<file path="config.mk">
export PLATFORM = sky130hd
export DESIGN_NAME = timer_pwm_counter_core
export DESIGN_NICKNAME = d
export VERILOG_FILES = /design/src/hw/timer_pwm_pkg.sv /design/src/hw/timer_pwm_counter_core.sv
export SDC_FILE = /design/constraint.sdc
export NUM_CORES = 1
export LEC_CHECK = 0
export ABC_CLOCK_PERIOD_IN_PS = 5850
export BUFFER_PORTS_ARGS = -buffer_cell sky130_fd_sc_hd__buf_2
export CAP_MARGIN = 20
export CELL_PAD_IN_SITES_DETAIL_PLACEMENT = 1
export CELL_PAD_IN_SITES_GLOBAL_PLACEMENT = 1
export CORE_MARGIN = 1
export CORE_UTILIZATION = 47
export DETAILED_ROUTE_END_ITERATION = 10
export PLACE_DENSITY = 0.91
export SETUP_SLACK_MARGIN = 0.3
export SLEW_MARGIN = 40
export SYNTH_ARGS = -nofsm -noshare
export SYNTH_HDL_FRONTEND = slang
export SYNTH_SLANG_ARGS = --single-unit
</file>
<file path="constraint.sdc">
create_clock -name CLK -period 5.85 [get_ports CLK]
set_input_delay 0 -clock CLK [delete_from_list [all_inputs] [get_ports CLK]]
set_output_delay 0 -clock CLK [all_outputs]
set_load 0.1 [all_outputs]
</file>
<file path="src/hw/timer_pwm_pkg.sv">
// Shared constants and types for the timer/PWM counter core
package timer_pwm_pkg;
    localparam int ADR_W = 8;
    localparam int DAT_W = 32;
    // Register byte addresses
    localparam logic [7:0] A_STATUS_CTRL = 8'h00;
    localparam logic [7:0] A_CNT_HIGH = 8'h04;
    localparam logic [7:0] A_CNT_LOW = 8'h08;
    localparam logic [7:0] A_MOD_HIGH = 8'h0C;
    localparam logic [7:0] A_MOD_LOW = 8'h10;
    localparam logic [7:0] A_CH_BASE = 8'h20;
    localparam logic [7:0] A_CH_STRIDE = 8'h08;
    localparam logic [7:0] A_CH_VALUE = 8'h04;
    localparam int CH_MAX = 8'h0C;
    // Reset values
    localparam logic [15:0] CNT_RST = 16'h0000;
    localparam logic [15:0] MOD_RST = 16'h0000;
    localparam logic [15:0] VAL_RST = 16'h0000;
    localparam logic [6:0] PRE_RST = 7'h00;
    // Modulo values that mean free running, and the count step of one
    localparam logic [15:0] MOD_ZERO = 16'h0000;
    localparam logic [15:0] MOD_ONES = 16'hFFFF;
    localparam logic [15:0] CNT_ONE = 16'h0001;
    // Edge/level select codes
    localparam logic [1:0] EDGE_OFF = 2'h0;
    localparam logic [1:0] EDGE_RISE = 2'h1;
    localparam logic [1:0] EDGE_FALL = 2'h2;
    localparam logic [1:0] EDGE_BOTH = 2'h3;

    typedef enum logic [1:0] {
        CLK_NONE = 2'b00,
        CLK_BUS = 2'b01,
        CLK_FIXED = 2'b10,
        CLK_EXT = 2'b11
    } clk_src_t;

    typedef enum logic [1:0] {
        MODE_CAPTURE = 2'b00,
        MODE_COMPARE = 2'b01,
        MODE_EDGE_PWM = 2'b10,
        MODE_SPARE = 2'b11
    } ch_mode_t;

    typedef enum logic {
        DIR_UP = 1'b0,
        DIR_DOWN = 1'b1
    } dir_t;

    // Status/control: bit 5 centre PWM, bits 4:3 clock source, bits 2:0 prescale
    typedef struct packed {
        logic center_pwm_select;
        clk_src_t clock_source_select;
        logic [2:0] prescale_select;
    } status_ctrl_t;

    // Channel control: flag, irq enable, mode, edge select, pullup enable
    typedef struct packed {
        logic flag;
        logic irq_en;
        ch_mode_t mode;
        logic [1:0] edge_sel;
        logic pullup_en;
    } ch_ctrl_t;

    localparam status_ctrl_t SC_RST = '{1'b0, CLK_NONE, 3'h0};
    localparam ch_ctrl_t CH_CTRL_RST = '{1'b0, 1'b0, MODE_CAPTURE, EDGE_OFF, 1'b0};
endpackage
</file>
<file path="src/hw/timer_pwm_counter_core.sv">
// Timer/PWM main counter, prescaler, channels and Wishbone register slave
// How it works
// 16-bit counter with 16-bit modulo limit
// Modulo zero or all ones runs free
// Counter reads never disturb counting
// Any counter byte write resets counter
// Clock select: none, bus, fixed, external pin
// External clock synchronised on bus clock
// External clock below half bus rate
// Software turns channel 0 edge select off
// Channel 0 keeps pin-less compare on ext clock
// Prescale divides by one to 128
// Centre PWM: up/down count, all channels centre
// Channels: capture, compare, buffered PWM, pin
// Each channel has maskable interrupt request
// Counter bytes read-only, writes only reset
// Byte read freezes both bytes until other read
// Latch restarts on reset, counter or control write
// Reset clears counter to zero
// After reset timer off, pins input, no pullup
// Owned pin ignores port data and direction
// Up count wraps to zero after modulo
// No clock selected holds counter and prescaler
//
// Decided for this implementation: the Wishbone register port and the address map.
`timescale 1ns/1ns
module timer_pwm_counter_core #(
    parameter int NCH = 2
) (
    input wire logic CLK,
    input wire logic ARST_N,
    input wire logic CYC_I,
    input wire logic STB_I,
    input wire logic WE_I,
    input wire logic [timer_pwm_pkg::ADR_W-1:0] ADR_I,
    input wire logic [3:0] SEL_I,
    input wire logic [timer_pwm_pkg::DAT_W-1:0] DAT_I,
    output logic [timer_pwm_pkg::DAT_W-1:0] DAT_O,
    output logic ACK_O,
    input wire logic FIXED_TICK,
    input wire logic [NCH-1:0] CH_IN,
    output logic [NCH-1:0] CH_OUT,
    output logic [NCH-1:0] CH_OE,
    output logic [NCH-1:0] CH_PIN_OWN,
    output logic [NCH-1:0] CH_PULLUP,
    output logic [NCH-1:0] CH_IRQ
);
    function automatic logic is_free(input logic [15:0] m);
        is_free = (m == timer_pwm_pkg::MOD_ZERO) || (m == timer_pwm_pkg::MOD_ONES);
    endfunction

    function automatic logic [15:0] merge16(input logic [15:0] old,
                                            input logic [31:0] d, input logic [3:0] s);
        merge16 = {s[1] ? d[15:8] : old[15:8], s[0] ? d[7:0] : old[7:0]};
    endfunction

    function automatic logic [6:0] pre_mask(input logic [2:0] code);
        pre_mask = 7'((8'h01 << code) - 8'h01);
    endfunction

    timer_pwm_pkg::status_ctrl_t sc;
    logic [15:0] cnt;
    logic [15:0] modulo_limit;
    timer_pwm_pkg::dir_t dir;
    logic [6:0] pre;
    logic [15:0] hold_buf;
    logic held;
    logic first_high;
    logic [NCH-1:0] s1;
    logic [NCH-1:0] s2;
    logic [NCH-1:0] s3;
    logic [NCH-1:0] lvl;
    timer_pwm_pkg::ch_ctrl_t ch_ctrl [NCH];
    logic [15:0] ch_val [NCH];
    logic [15:0] ch_act [NCH];
    logic [NCH-1:0] cmp_q;

    logic req;
    logic wr;
    logic rd;
    logic a_sc;
    logic a_cnth;
    logic a_cntl;
    logic a_modh;
    logic a_modl;
    logic a_cnt;
    logic [NCH-1:0] a_ctl;
    logic [NCH-1:0] a_val;
    logic [31:0] next_dat;
    logic [NCH-1:0] next_lvl;
    logic [NCH-1:0] rise;
    logic [NCH-1:0] fall;
    logic src;
    logic tick;
    logic ext_mode;
    logic [15:0] top;
    logic [15:0] next_cnt;
    timer_pwm_pkg::dir_t next_dir;
    logic period_end;
    logic [15:0] cnt_view;

    assign req = CYC_I && STB_I && !ACK_O;
    assign wr = req && WE_I;
    assign rd = req && !WE_I;
    assign a_sc = ADR_I == timer_pwm_pkg::A_STATUS_CTRL;
    assign a_cnth = ADR_I == timer_pwm_pkg::A_CNT_HIGH;
    assign a_cntl = ADR_I == timer_pwm_pkg::A_CNT_LOW;
    assign a_modh = ADR_I == timer_pwm_pkg::A_MOD_HIGH;
    assign a_modl = ADR_I == timer_pwm_pkg::A_MOD_LOW;
    assign a_cnt = a_cnth || a_cntl;
    assign ext_mode = sc.clock_source_select == timer_pwm_pkg::CLK_EXT;
    assign cnt_view = held ? hold_buf : cnt;

    always_comb begin
        for (int i = 0; i < NCH; i++) begin
            a_ctl[i] = ADR_I == 8'(timer_pwm_pkg::A_CH_BASE + i * timer_pwm_pkg::A_CH_STRIDE);
            a_val[i] = ADR_I == 8'(timer_pwm_pkg::A_CH_BASE + i * timer_pwm_pkg::A_CH_STRIDE
                                   + timer_pwm_pkg::A_CH_VALUE);
        end
    end

    // Pin inputs: three stages, a level counts once stages two and three agree
    always_ff @(posedge CLK or negedge ARST_N) begin
        if (!ARST_N) begin
            s1 <= '0;
            s2 <= '0;
            s3 <= '0;
            lvl <= '0;
        end else begin
            s1 <= CH_IN;
            s2 <= s1;
            s3 <= s2;
            lvl <= next_lvl;
        end
    end

    always_comb begin
        for (int i = 0; i < NCH; i++) begin
            next_lvl[i] = (s2[i] == s3[i]) ? s3[i] : lvl[i];
        end
        rise = next_lvl & ~lvl;
        fall = ~next_lvl & lvl;
    end

    // Clock source: one rising edge of the pin gives one count, so the pin
    // must stay well under half the bus rate or edges merge
    always_comb begin
        case (sc.clock_source_select)
            timer_pwm_pkg::CLK_BUS: src = 1'b1;
            timer_pwm_pkg::CLK_FIXED: src = FIXED_TICK;
            timer_pwm_pkg::CLK_EXT: src = rise[0];
            default: src = 1'b0;
        endcase
        tick = src && ((pre & pre_mask(sc.prescale_select))
                       == pre_mask(sc.prescale_select));
    end

    always_ff @(posedge CLK or negedge ARST_N) begin
        if (!ARST_N) begin
            pre <= timer_pwm_pkg::PRE_RST;
        end else if (wr && a_cnt) begin
            pre <= timer_pwm_pkg::PRE_RST;
        end else if (src) begin
            pre <= 7'(pre + 7'h01);
        end
    end

    // Next count value in either counting mode
    always_comb begin
        top = is_free(modulo_limit) ? timer_pwm_pkg::MOD_ONES : modulo_limit;
        next_dir = dir;
        if (!sc.center_pwm_select) begin
            next_dir = timer_pwm_pkg::DIR_UP;
            next_cnt = (cnt == top) ? timer_pwm_pkg::CNT_RST
                                    : 16'(cnt + timer_pwm_pkg::CNT_ONE);
        end else if (dir == timer_pwm_pkg::DIR_UP) begin
            if (cnt >= top) begin
                next_cnt = 16'(cnt - timer_pwm_pkg::CNT_ONE);
                next_dir = (cnt == timer_pwm_pkg::CNT_ONE) ? timer_pwm_pkg::DIR_UP
                                                           : timer_pwm_pkg::DIR_DOWN;
            end else begin
                next_cnt = 16'(cnt + timer_pwm_pkg::CNT_ONE);
            end
        end else begin
            next_cnt = 16'(cnt - timer_pwm_pkg::CNT_ONE);
            if (cnt <= timer_pwm_pkg::CNT_ONE) begin
                next_dir = timer_pwm_pkg::DIR_UP;
            end
        end
        period_end = tick && (next_cnt == timer_pwm_pkg::CNT_RST);
    end

    always_ff @(posedge CLK or negedge ARST_N) begin
        if (!ARST_N) begin
            cnt <= timer_pwm_pkg::CNT_RST;
            dir <= timer_pwm_pkg::DIR_UP;
        end else if (wr && a_cnt) begin
            cnt <= timer_pwm_pkg::CNT_RST;
            dir <= timer_pwm_pkg::DIR_UP;
        end else if (tick) begin
            cnt <= next_cnt;
            dir <= next_dir;
        end
    end

    // Control and modulo registers
    always_ff @(posedge CLK or negedge ARST_N) begin
        if (!ARST_N) begin
            sc <= timer_pwm_pkg::SC_RST;
            modulo_limit <= timer_pwm_pkg::MOD_RST;
        end else if (wr && SEL_I[0]) begin
            if (a_sc) begin
                sc <= timer_pwm_pkg::status_ctrl_t'(DAT_I[5:0]);
            end
            if (a_modh) begin
                modulo_limit[15:8] <= DAT_I[7:0];
            end
            if (a_modl) begin
                modulo_limit[7:0] <= DAT_I[7:0];
            end
        end
    end

    // Read coherency latch: the first byte read freezes both bytes
    always_ff @(posedge CLK or negedge ARST_N) begin
        if (!ARST_N) begin
            held <= 1'b0;
            first_high <= 1'b0;
            hold_buf <= timer_pwm_pkg::CNT_RST;
        end else if (wr && (a_cnt || a_sc)) begin
            held <= 1'b0;
        end else if (rd && a_cnt) begin
            if (!held) begin
                held <= 1'b1;
                first_high <= a_cnth;
                hold_buf <= cnt;
            end else if (a_cnth != first_high) begin
                held <= 1'b0;
            end
        end
    end

    // Channels
    for (genvar g = 0; g < NCH; g++) begin : g_ch
        logic pin_ok;
        logic is_pwm;
        logic is_cap;
        logic cap_ev;
        logic match;
        logic pwm_on;
        logic next_out;
        logic next_oe;

        assign pin_ok = (ch_ctrl[g].edge_sel != timer_pwm_pkg::EDGE_OFF)
                        && !(g == 0 && ext_mode);
        assign is_pwm = sc.center_pwm_select
                        || (ch_ctrl[g].mode == timer_pwm_pkg::MODE_EDGE_PWM);
        assign is_cap = !is_pwm && (ch_ctrl[g].mode == timer_pwm_pkg::MODE_CAPTURE);
        assign cap_ev = is_cap && pin_ok
                        && ((ch_ctrl[g].edge_sel[0] && rise[g])
                            || (ch_ctrl[g].edge_sel[1] && fall[g]));
        // Compare stays live without a pin, so channel 0 still times in software
        assign match = tick && !is_cap && (cnt == ch_act[g]);
        assign pwm_on = cnt < ch_act[g];

        always_comb begin
            next_out = cmp_q[g];
            if (is_pwm) begin
                next_out = ch_ctrl[g].edge_sel[0] ? !pwm_on : pwm_on;
            end
            next_oe = pin_ok && !is_cap;
        end

        always_ff @(posedge CLK or negedge ARST_N) begin
            if (!ARST_N) begin
                ch_ctrl[g] <= timer_pwm_pkg::CH_CTRL_RST;
            end else begin
                if (wr && a_ctl[g] && SEL_I[0]) begin
                    ch_ctrl[g] <= timer_pwm_pkg::ch_ctrl_t'(DAT_I[6:0]);
                end
                // Hardware set beats a software clear in the same cycle
                if (cap_ev || match) begin
                    ch_ctrl[g].flag <= 1'b1;
                end
            end
        end

        always_ff @(posedge CLK or negedge ARST_N) begin
            if (!ARST_N) begin
                ch_val[g] <= timer_pwm_pkg::VAL_RST;
            end else if (cap_ev) begin
                ch_val[g] <= cnt;
            end else if (wr && a_val[g]) begin
                ch_val[g] <= merge16(ch_val[g], DAT_I, SEL_I);
            end
        end

        // PWM duty is buffered to the period end so a cycle never glitches
        always_ff @(posedge CLK or negedge ARST_N) begin
            if (!ARST_N) begin
                ch_act[g] <= timer_pwm_pkg::VAL_RST;
            end else if (!is_pwm || period_end) begin
                ch_act[g] <= ch_val[g];
            end
        end

        always_ff @(posedge CLK or negedge ARST_N) begin
            if (!ARST_N) begin
                cmp_q[g] <= 1'b0;
            end else if (match && !is_pwm) begin
                case (ch_ctrl[g].edge_sel)
                    timer_pwm_pkg::EDGE_RISE: cmp_q[g] <= !cmp_q[g];
                    timer_pwm_pkg::EDGE_FALL: cmp_q[g] <= 1'b0;
                    timer_pwm_pkg::EDGE_BOTH: cmp_q[g] <= 1'b1;
                    default: cmp_q[g] <= cmp_q[g];
                endcase
            end
        end

        always_ff @(posedge CLK or negedge ARST_N) begin
            if (!ARST_N) begin
                CH_OUT[g] <= 1'b0;
                CH_OE[g] <= 1'b0;
                CH_PIN_OWN[g] <= 1'b0;
                CH_PULLUP[g] <= 1'b0;
                CH_IRQ[g] <= 1'b0;
            end else begin
                CH_OUT[g] <= next_out;
                CH_OE[g] <= next_oe;
                CH_PIN_OWN[g] <= pin_ok;
                CH_PULLUP[g] <= pin_ok && is_cap && ch_ctrl[g].pullup_en;
                CH_IRQ[g] <= ch_ctrl[g].flag && ch_ctrl[g].irq_en;
            end
        end
    end

    // Read mux; unmapped addresses read as zero and ignore writes
    always_comb begin
        next_dat = '0;
        if (a_sc) begin
            next_dat[5:0] = sc;
        end else if (a_cnth) begin
            next_dat[7:0] = cnt_view[15:8];
        end else if (a_cntl) begin
            next_dat[7:0] = cnt_view[7:0];
        end else if (a_modh) begin
            next_dat[7:0] = modulo_limit[15:8];
        end else if (a_modl) begin
            next_dat[7:0] = modulo_limit[7:0];
        end
        for (int i = 0; i < NCH; i++) begin
            if (a_ctl[i]) begin
                next_dat[6:0] = ch_ctrl[i];
            end
            if (a_val[i]) begin
                next_dat[15:0] = ch_val[i];
            end
        end
    end

    always_ff @(posedge CLK or negedge ARST_N) begin
        if (!ARST_N) begin
            ACK_O <= 1'b0;
            DAT_O <= '0;
        end else begin
            ACK_O <= req;
            if (rd) begin
                DAT_O <= next_dat;
            end
        end
    end
endmodule

</file>
==> results of run 1 <==
-- where the power goes --
part	total [mW]	switching (mW)	internal [mW]	leakage (nW)
clock	1.17	0.589	0.579	0.280
sequential	1.33	0.0434	1.29	2.27
combinational	0.732	0.523	0.209	3.11
total	3.23	1.16	2.08	5.66
-- cell families after synthesis --
group	after synthesis	synth area share [%]
AOI/OAI and AO/OA	222	13.8
DFF	179	43.4
buffers and inverters	109	4.84
adders and majority gates	53	6.40
muxes	133	14.7
and+or+nand+nor	320	14.7
other	1	0.0363
xor gates and xnor gates	24	2.11
-- registers in the layout (all words and copies together) (netlist names), 2 cells and up --
register	count
ch_ctrl	14
CH_PIN_OWN	2
pre	7
cmp_q	2
lvl	2
CH_OUT	2
cnt	16
CH_PULLUP	2
DAT_O	16
sc	6
hold_buf	16
ch_act	32
s2	2
s3	2
modulo_limit	16
ch_val	32
CH_IRQ	2
CH_OE	2
s1	2
-- worst paths after layout --
check	startpoint	end	slack, ps
max	modulo_limit[9]	ch_act[9]	470
min	DAT_I[2]	ch_ctrl[2]	10
max reg2reg	modulo_limit[9]	ch_act[9]	470
min reg2reg	s1[1]	s2[1]	350
max in group asynchronous	ARST_N	DAT_O[5]	4760
min in group asynchronous	ARST_N	ch_act[6]	50
-- cell type report --
cell class              count  area [um2]
clock inverters            13         130
well taps                 275         344
inverters                  43         161
flip-flops and latches    179        4480
repair buffers            112         777
clock buffers              19         443
multi-input cells         768        5440
fillers                  2336        9520
-- placed cells by master (no fill, tap or decap), types with 6 or more instances in the layout --
master	instances
and2_1	7
mux2_4	20
mux2i_1	46
xor2_1	8
nand3_1	19
nor3_1	18
o21ai_0	50
dlygate4sd3_1	19
inv_1	43
buf_4	29
or3_1	9
buf_2	59
dfrtp_1	179
ha_1	52
a21o_1	9
nor4_1	11
a211oi_1	7
o21a_1	10
a22oi_1	12
and3_1	12
o22ai_1	6
xnor2_1	15
nor2_1	114
nand4_1	20
mux2_2	65
conb_1	16
clkbuf_16	17
a221oi_1	14
nand2_1	78
a21oi_1	69
a31oi_1	9
-- worst max-delay path: stages, from the launching register on --
cell       delay, ps
dfrtp_1          500
nand4_1          180
or4_1            580
nand2_2          300
nor2_1           130
ha_1             350
nand4_1          250
nor4_1           600
nand2_1          210
a2111oi_0        680
a21oi_1          200
a211oi_2         260
nand4b_2         210
o21ai_4          240
buf_4            230
mux2_4           330
-- metal layers --
layer	routed length [um]	GRT usage, %
met2	18800	59.8
met1	14200	41.7
met3	3650	9.33
met5	0	0
met4	2660	24.2
-- stage by stage --
| step | hold slack [ps] | std cells |
|---|---|---|
| after detailed placement | -31.2 | 1354 |
| after global placement | -36.1 | 1354 |
| after floorplan | -296 | 1056 |
| final | 10.7 | 1409 |
| after global routing | 1.50 | 1409 |
| after CTS | 0.221 | 1409 |
-- timing repair --
action / in CTS / in global routing
pin swaps: 2 / 0
hold buffers: 19 / 0
buffers inserted: 4 / 0
resized for setup: 0 / 1
endpoints found under the setup margin: 32 / 32
endpoints found under the hold margin: 88 / 0
==> impl_results.md, run 1 <==
- DRC errors left: 0
- Final period utilization: 92.0%
- Worst Skew: 16.3 ps
- Via/cell ratio: 6.69
- Fin nets: 1225
- Relative slew slack: 39.8%
- Dominant synthesized flop cell: dfrtp_1
- Pwr/cell area: 275 nW/um2
- RSZ-0062 raised after global routing: no
- Drt initial violations: 807
- Final GP Congestion: 0.906
- DRT Pass-1 Iters: 5
- Port buffer count: 60
- Post-DP HPWL: 23.9 mm
- Register area share after synthesis: 43.4%
- Max IR drop VDD: 0.000215 V
- Hold/Removal Path Class: in -> reg
- Die Area: 22600 um2
- Leading area contributor after synthesis: dfrtp_1
- Synth cell count leaders: dfrtp_1 (179), nor2_1 (115), nand2_1 (79)
- H-tree lvl count: 4
- CTS tree: done
- Top post-synthesis cells by area: dfrtp_1 (43%), mux2_2 (7.1%), ha_1 (6.3%), mux2i_1 (4.5%), nor2_1 (4.2%)
- Starting Density: 48.5%
- Leak: 5.66 nW
- Setup WS post-layout: 466 ps
- Area after DPL: 10900 um2
- FP Rows: 53
- Hold depth: 2
- EDFF count, synth: 0
- Mapped Cells: 1041
- Overall routing resource usage: 36.3%
- Setup crit end kind: register
- Ys async rst share: 100%
- Post-route setup TNS: 0 ps
- Via Count: 9424
- GR Overflow Total: 0
- Max Fclk: 0.186 GHz
- Core box area: 21300 um2
- Worst skew pair latency: 460 ps
- CP Data Arrival Time: 5720 ps
- Final slew viol count: 0
- Most frequent cell after synthesis: dfrtp_1
- DIE HEIGHT: 150 um
- Initial antenna violation count: 1
- Final hold vios: 0
- Number of max-cap violations: 0
- CTS buffer count: 17
- Status: completed
- Clk slew on worst S/H paths: 80 ps
- Layout area overhead: 14.1%
- Clock root buffer: clkbuf_16
- Worst slew pin tran: 897 ps
- Syn_area_per_cell: 9.91 um2
- Crit Path Category: reg -> reg
- ANT nets after route: 0
- Ports: 95
- WL per Instance: 27.9 um
- Final Total Pwr: 3.23 mW
- CP startpoint kind: register
- First-pass GRT wire length: 60.3 mm
- Worst reg2reg path depth: 15
- Clock tree buffer depth: 2
- Pre-CTS setup slack: 461 ps
- Fin util: 55.3%
- YS warnings: 0
- Final Cell Area: 11800 um2
- FF+latch count, synth: 179
- Endpoints failing setup: 0
- Tmin final: 5380 ps
- Synthesized area: 10300 um2
- Largest net degree at the start of global routing: 69
- Share of layout cells above drive strength 1: 20.7%
- Critical path peak fanout: 16
- Clk sinks: 179
- Diode count: 0
- Total Wirelength: 39.2 mm
- Die width: 150 um
- Distinct cells, synth: 72
- Area share of the largest cell type after synthesis: 43.4%
- Vias in the first global route: 10077
- WP data required: 6190 ps
Power figures use the tool's default switching activity.
==> run 2: changes to the inputs <==
--- a/config.mk
+++ b/config.mk
@@ -12,7 +12,9 @@
 export CELL_PAD_IN_SITES_GLOBAL_PLACEMENT = 1
 export CORE_MARGIN = 1
 export CORE_UTILIZATION = 47
+export CTS_CLUSTER_SIZE = 16
 export DETAILED_ROUTE_END_ITERATION = 10
+export GPL_TIMING_DRIVEN = 0
 export PLACE_DENSITY = 0.91
 export SETUP_SLACK_MARGIN = 0.3
 export SLEW_MARGIN = 40
==> run 2 against run 1 <==
Net effect: worst setup slack worse by 190 ps; clock skew is 2.8 ps higher; register-to-register slack worse by 190 ps; routed wire length is 14% higher; non-clock buffer count is 45 higher; combinational power is 3.1% higher; worst hold slack better by 24 ps; final area is 2.6% higher; core utilization is 1.5 points higher; flip-flop and latch count stayed put; clock-buffer cell count stayed put; critical endpoint is now ch_act[6]; largest power group is now the clock network.
==> impl_results.md, run 2 (synthesis gave the netlist of run 1 again) <==
- Status: completed
- RSZ-0062 raised after global routing: no
- Worst Skew: 19.2 ps
- Final period utilization: 95.3%
- WP data required: 6190 ps
- Max IR drop VDD: 0.000185 V
- Final hold vios: 0
- R2r endpoint: ch_act[6]
- Final slew viol count: 0
- DIE HEIGHT: 150 um
- CP Data Arrival Time: 5920 ps
- ANT nets after route: 0
- Setup crit end kind: register
- Pwr/cell area: 288 nW/um2
- Largest net degree at the start of global routing: 64
- Post-route setup TNS: 0 ps
- Final Cell Area: 12100 um2
- Area after DPL: 11100 um2
- Post-DP HPWL: 26.7 mm
- Worst path max stage delay: 540 ps
- Top Registers: ch_act (32), ch_val (32)
- Starting Density: 48.5%
- Smallest hold slack: 34.6 ps
- Number of max-cap violations: 0
- Drt initial violations: 1121
- CP top delay family: simple AND/OR/NAND/NOR gates
- DRT met1 WL: 15.6 mm
- Critical path depth: 17
- Clk pwr share: 39.5%
- Final GP Congestion: 0.906
- Ports: 95
- Endpoints failing setup: 0
- Highest metal used: met5
- Initial antenna violation count: 3
- Worst reg2reg path depth: 17
- Max Fclk: 0.179 GHz
- Net Sw Frac: 34.2%
- Dpl cells: 1392
- CTS buffer count: 17
- Leak: 5.76 nW
- First-pass GRT wire length: 65.4 mm
- Tmin final: 5580 ps
- Relative slew slack: 32.2%
- Most common cell after layout, fill and taps aside: dfrtp_1
- Vias in the first global route: 10814
- DRC errors left: 0
- Worst slew pin tran: 1020 ps
- Reg2reg start: modulo_limit[11]
- H-tree lvl count: 4
- WL per Instance: 30.9 um
- CP cell instances: nand4_1 > or4_1 > nand2_1 > clkbuf_2 > nor2_1 > ha_1 > nand4_1 > or3_1 > o22a_1 > a21oi_2 > clkbuf_4 > nor2_1 > a21oi_1 > nand4b_4 > o21ai_4 > buf_8 > mux2_4
- CP startpoint: modulo_limit[11]
- CP startpoint kind: register
- Layout area overhead: 17.1%
- Overall routing resource usage: 40.0%
- Fin nets: 1270
- Seq pwr share: 38.8%
- CTS tree: done
- Worst skew pair latency: 470 ps
- Clk sinks: 179
- Int Pwr: 2.29 mW
- CP endpoint: ch_act[6]
- WL met3: 4.86 mm
- Buf/Inv on CP: 3
- Via/cell ratio: 6.93
- Most frequent cells in the layout: dfrtp_1 (179), nor2_1 (115), nand2_1 (79)
- Port buffer count: 59
- Die Area: 22600 um2
- R2R setup slack: 270 ps
- Share of layout cells above drive strength 1: 19.9%
- FP Rows: 53
- Fin util: 56.8%
- Comb pwr share: 21.7%
- Clock root buffer: clkbuf_16
- Critical path peak fanout: 10
- CP max stage cell: or4_1
- Clk slew on worst S/H paths: 80 ps
- WL met2: 20.8 mm
- Cell Count, Final, Fillers Out: 1455
- Die width: 150 um
- Clock tree buffer depth: 2
- GR Overflow Total: 0
- HP Start: WE_I
- DRT Pass-1 Iters: 6
- Psw: 1.19 mW
- Hold/Removal Path Class: in -> reg
- Core box area: 21300 um2
- Total Wirelength: 44.9 mm
- Via Count: 10084
- Crit Path Category: reg -> reg
==> run 2: cell types whose count changed in the layout (fill, tap and decap cells not counted), moves of 3 or more <==
cell	delta
buf_4	-3
buf_8	+3
bufinv_16	+5
clkbuf_1	+42
clkbuf_2	+3
inv_6	-3
==> run 2: per-stage QoR <==
step                      worst slack [ps]  power [mW]
after detailed placement               260        2.05
after floorplan                       1300        1.85
after global placement                 444        2.01
after CTS                              335        3.41
after global routing                   208        3.55
final                                  274        3.48
==> run 2: worst min path at each step <==
stage,to,depth (start not counted)
floorplan,ACK_O,0
detailed placement,lvl[1],1
CTS,modulo_limit[1],2
global route,modulo_limit[1],2
global placement,s1[0],1
finish,DAT_O[6],3
==> run 2: power by group through the flow <==
stage	clock network (mW)	logic, mW	registers [mW]
after floorplan	0	0.351	1.50
after global placement	0	0.648	1.36
after detailed placement	0	0.688	1.37
after CTS	1.35	0.722	1.34
after global routing	1.41	0.786	1.35
final	1.38	0.755	1.35
==> run 2: timing repair <==
action                                 in CTS  in global routing
setup endpoints to repair                  32                 32
endpoints found under the hold margin     174                  0
gates cloned                                0                  0
pin swaps                                   0                  2
gates resized for setup                     2                  5
setup buffers                               0                 10
hold buffers                               20                  0
==> run 2: worst reg2reg max path, cell delays in order (launching register included) <==
cell      delay (ps)
dfrtp_1          510
nand4_1          130
or4_1            540
nand2_1          240
clkbuf_2         280
nor2_1            70
ha_1             340
nand4_1          240
or3_1            500
o22a_1           230
a21oi_2          310
clkbuf_4         320
nor2_1           150
a21oi_1          390
nand4b_4         260
o21ai_4          380
buf_8            230
mux2_4           330
==> run 2: per-layer routing <==
layer	global-route usage, %	vias to the layer above
met3	13.2	328
met5	0	-
li1	-	3979
met1	43.6	4981
met4	33.7	2
met2	63.1	794
==> run 2: cell type report <==
| type | instances | area (um2) |
|---|---|---|
| Buffer | 66 | 345 |
| Antenna cell | 2 | 5.00 |
| Multi-Input combinational cell | 768 | 5450 |
| Timing Repair Buffer | 91 | 636 |
| Fill cell | 2370 | 9200 |
| Clock inverter | 12 | 218 |
| Tap cell | 275 | 344 |
| Inverter | 43 | 161 |
| Sequential cell | 179 | 4480 |
| Clock buffer | 19 | 443 |
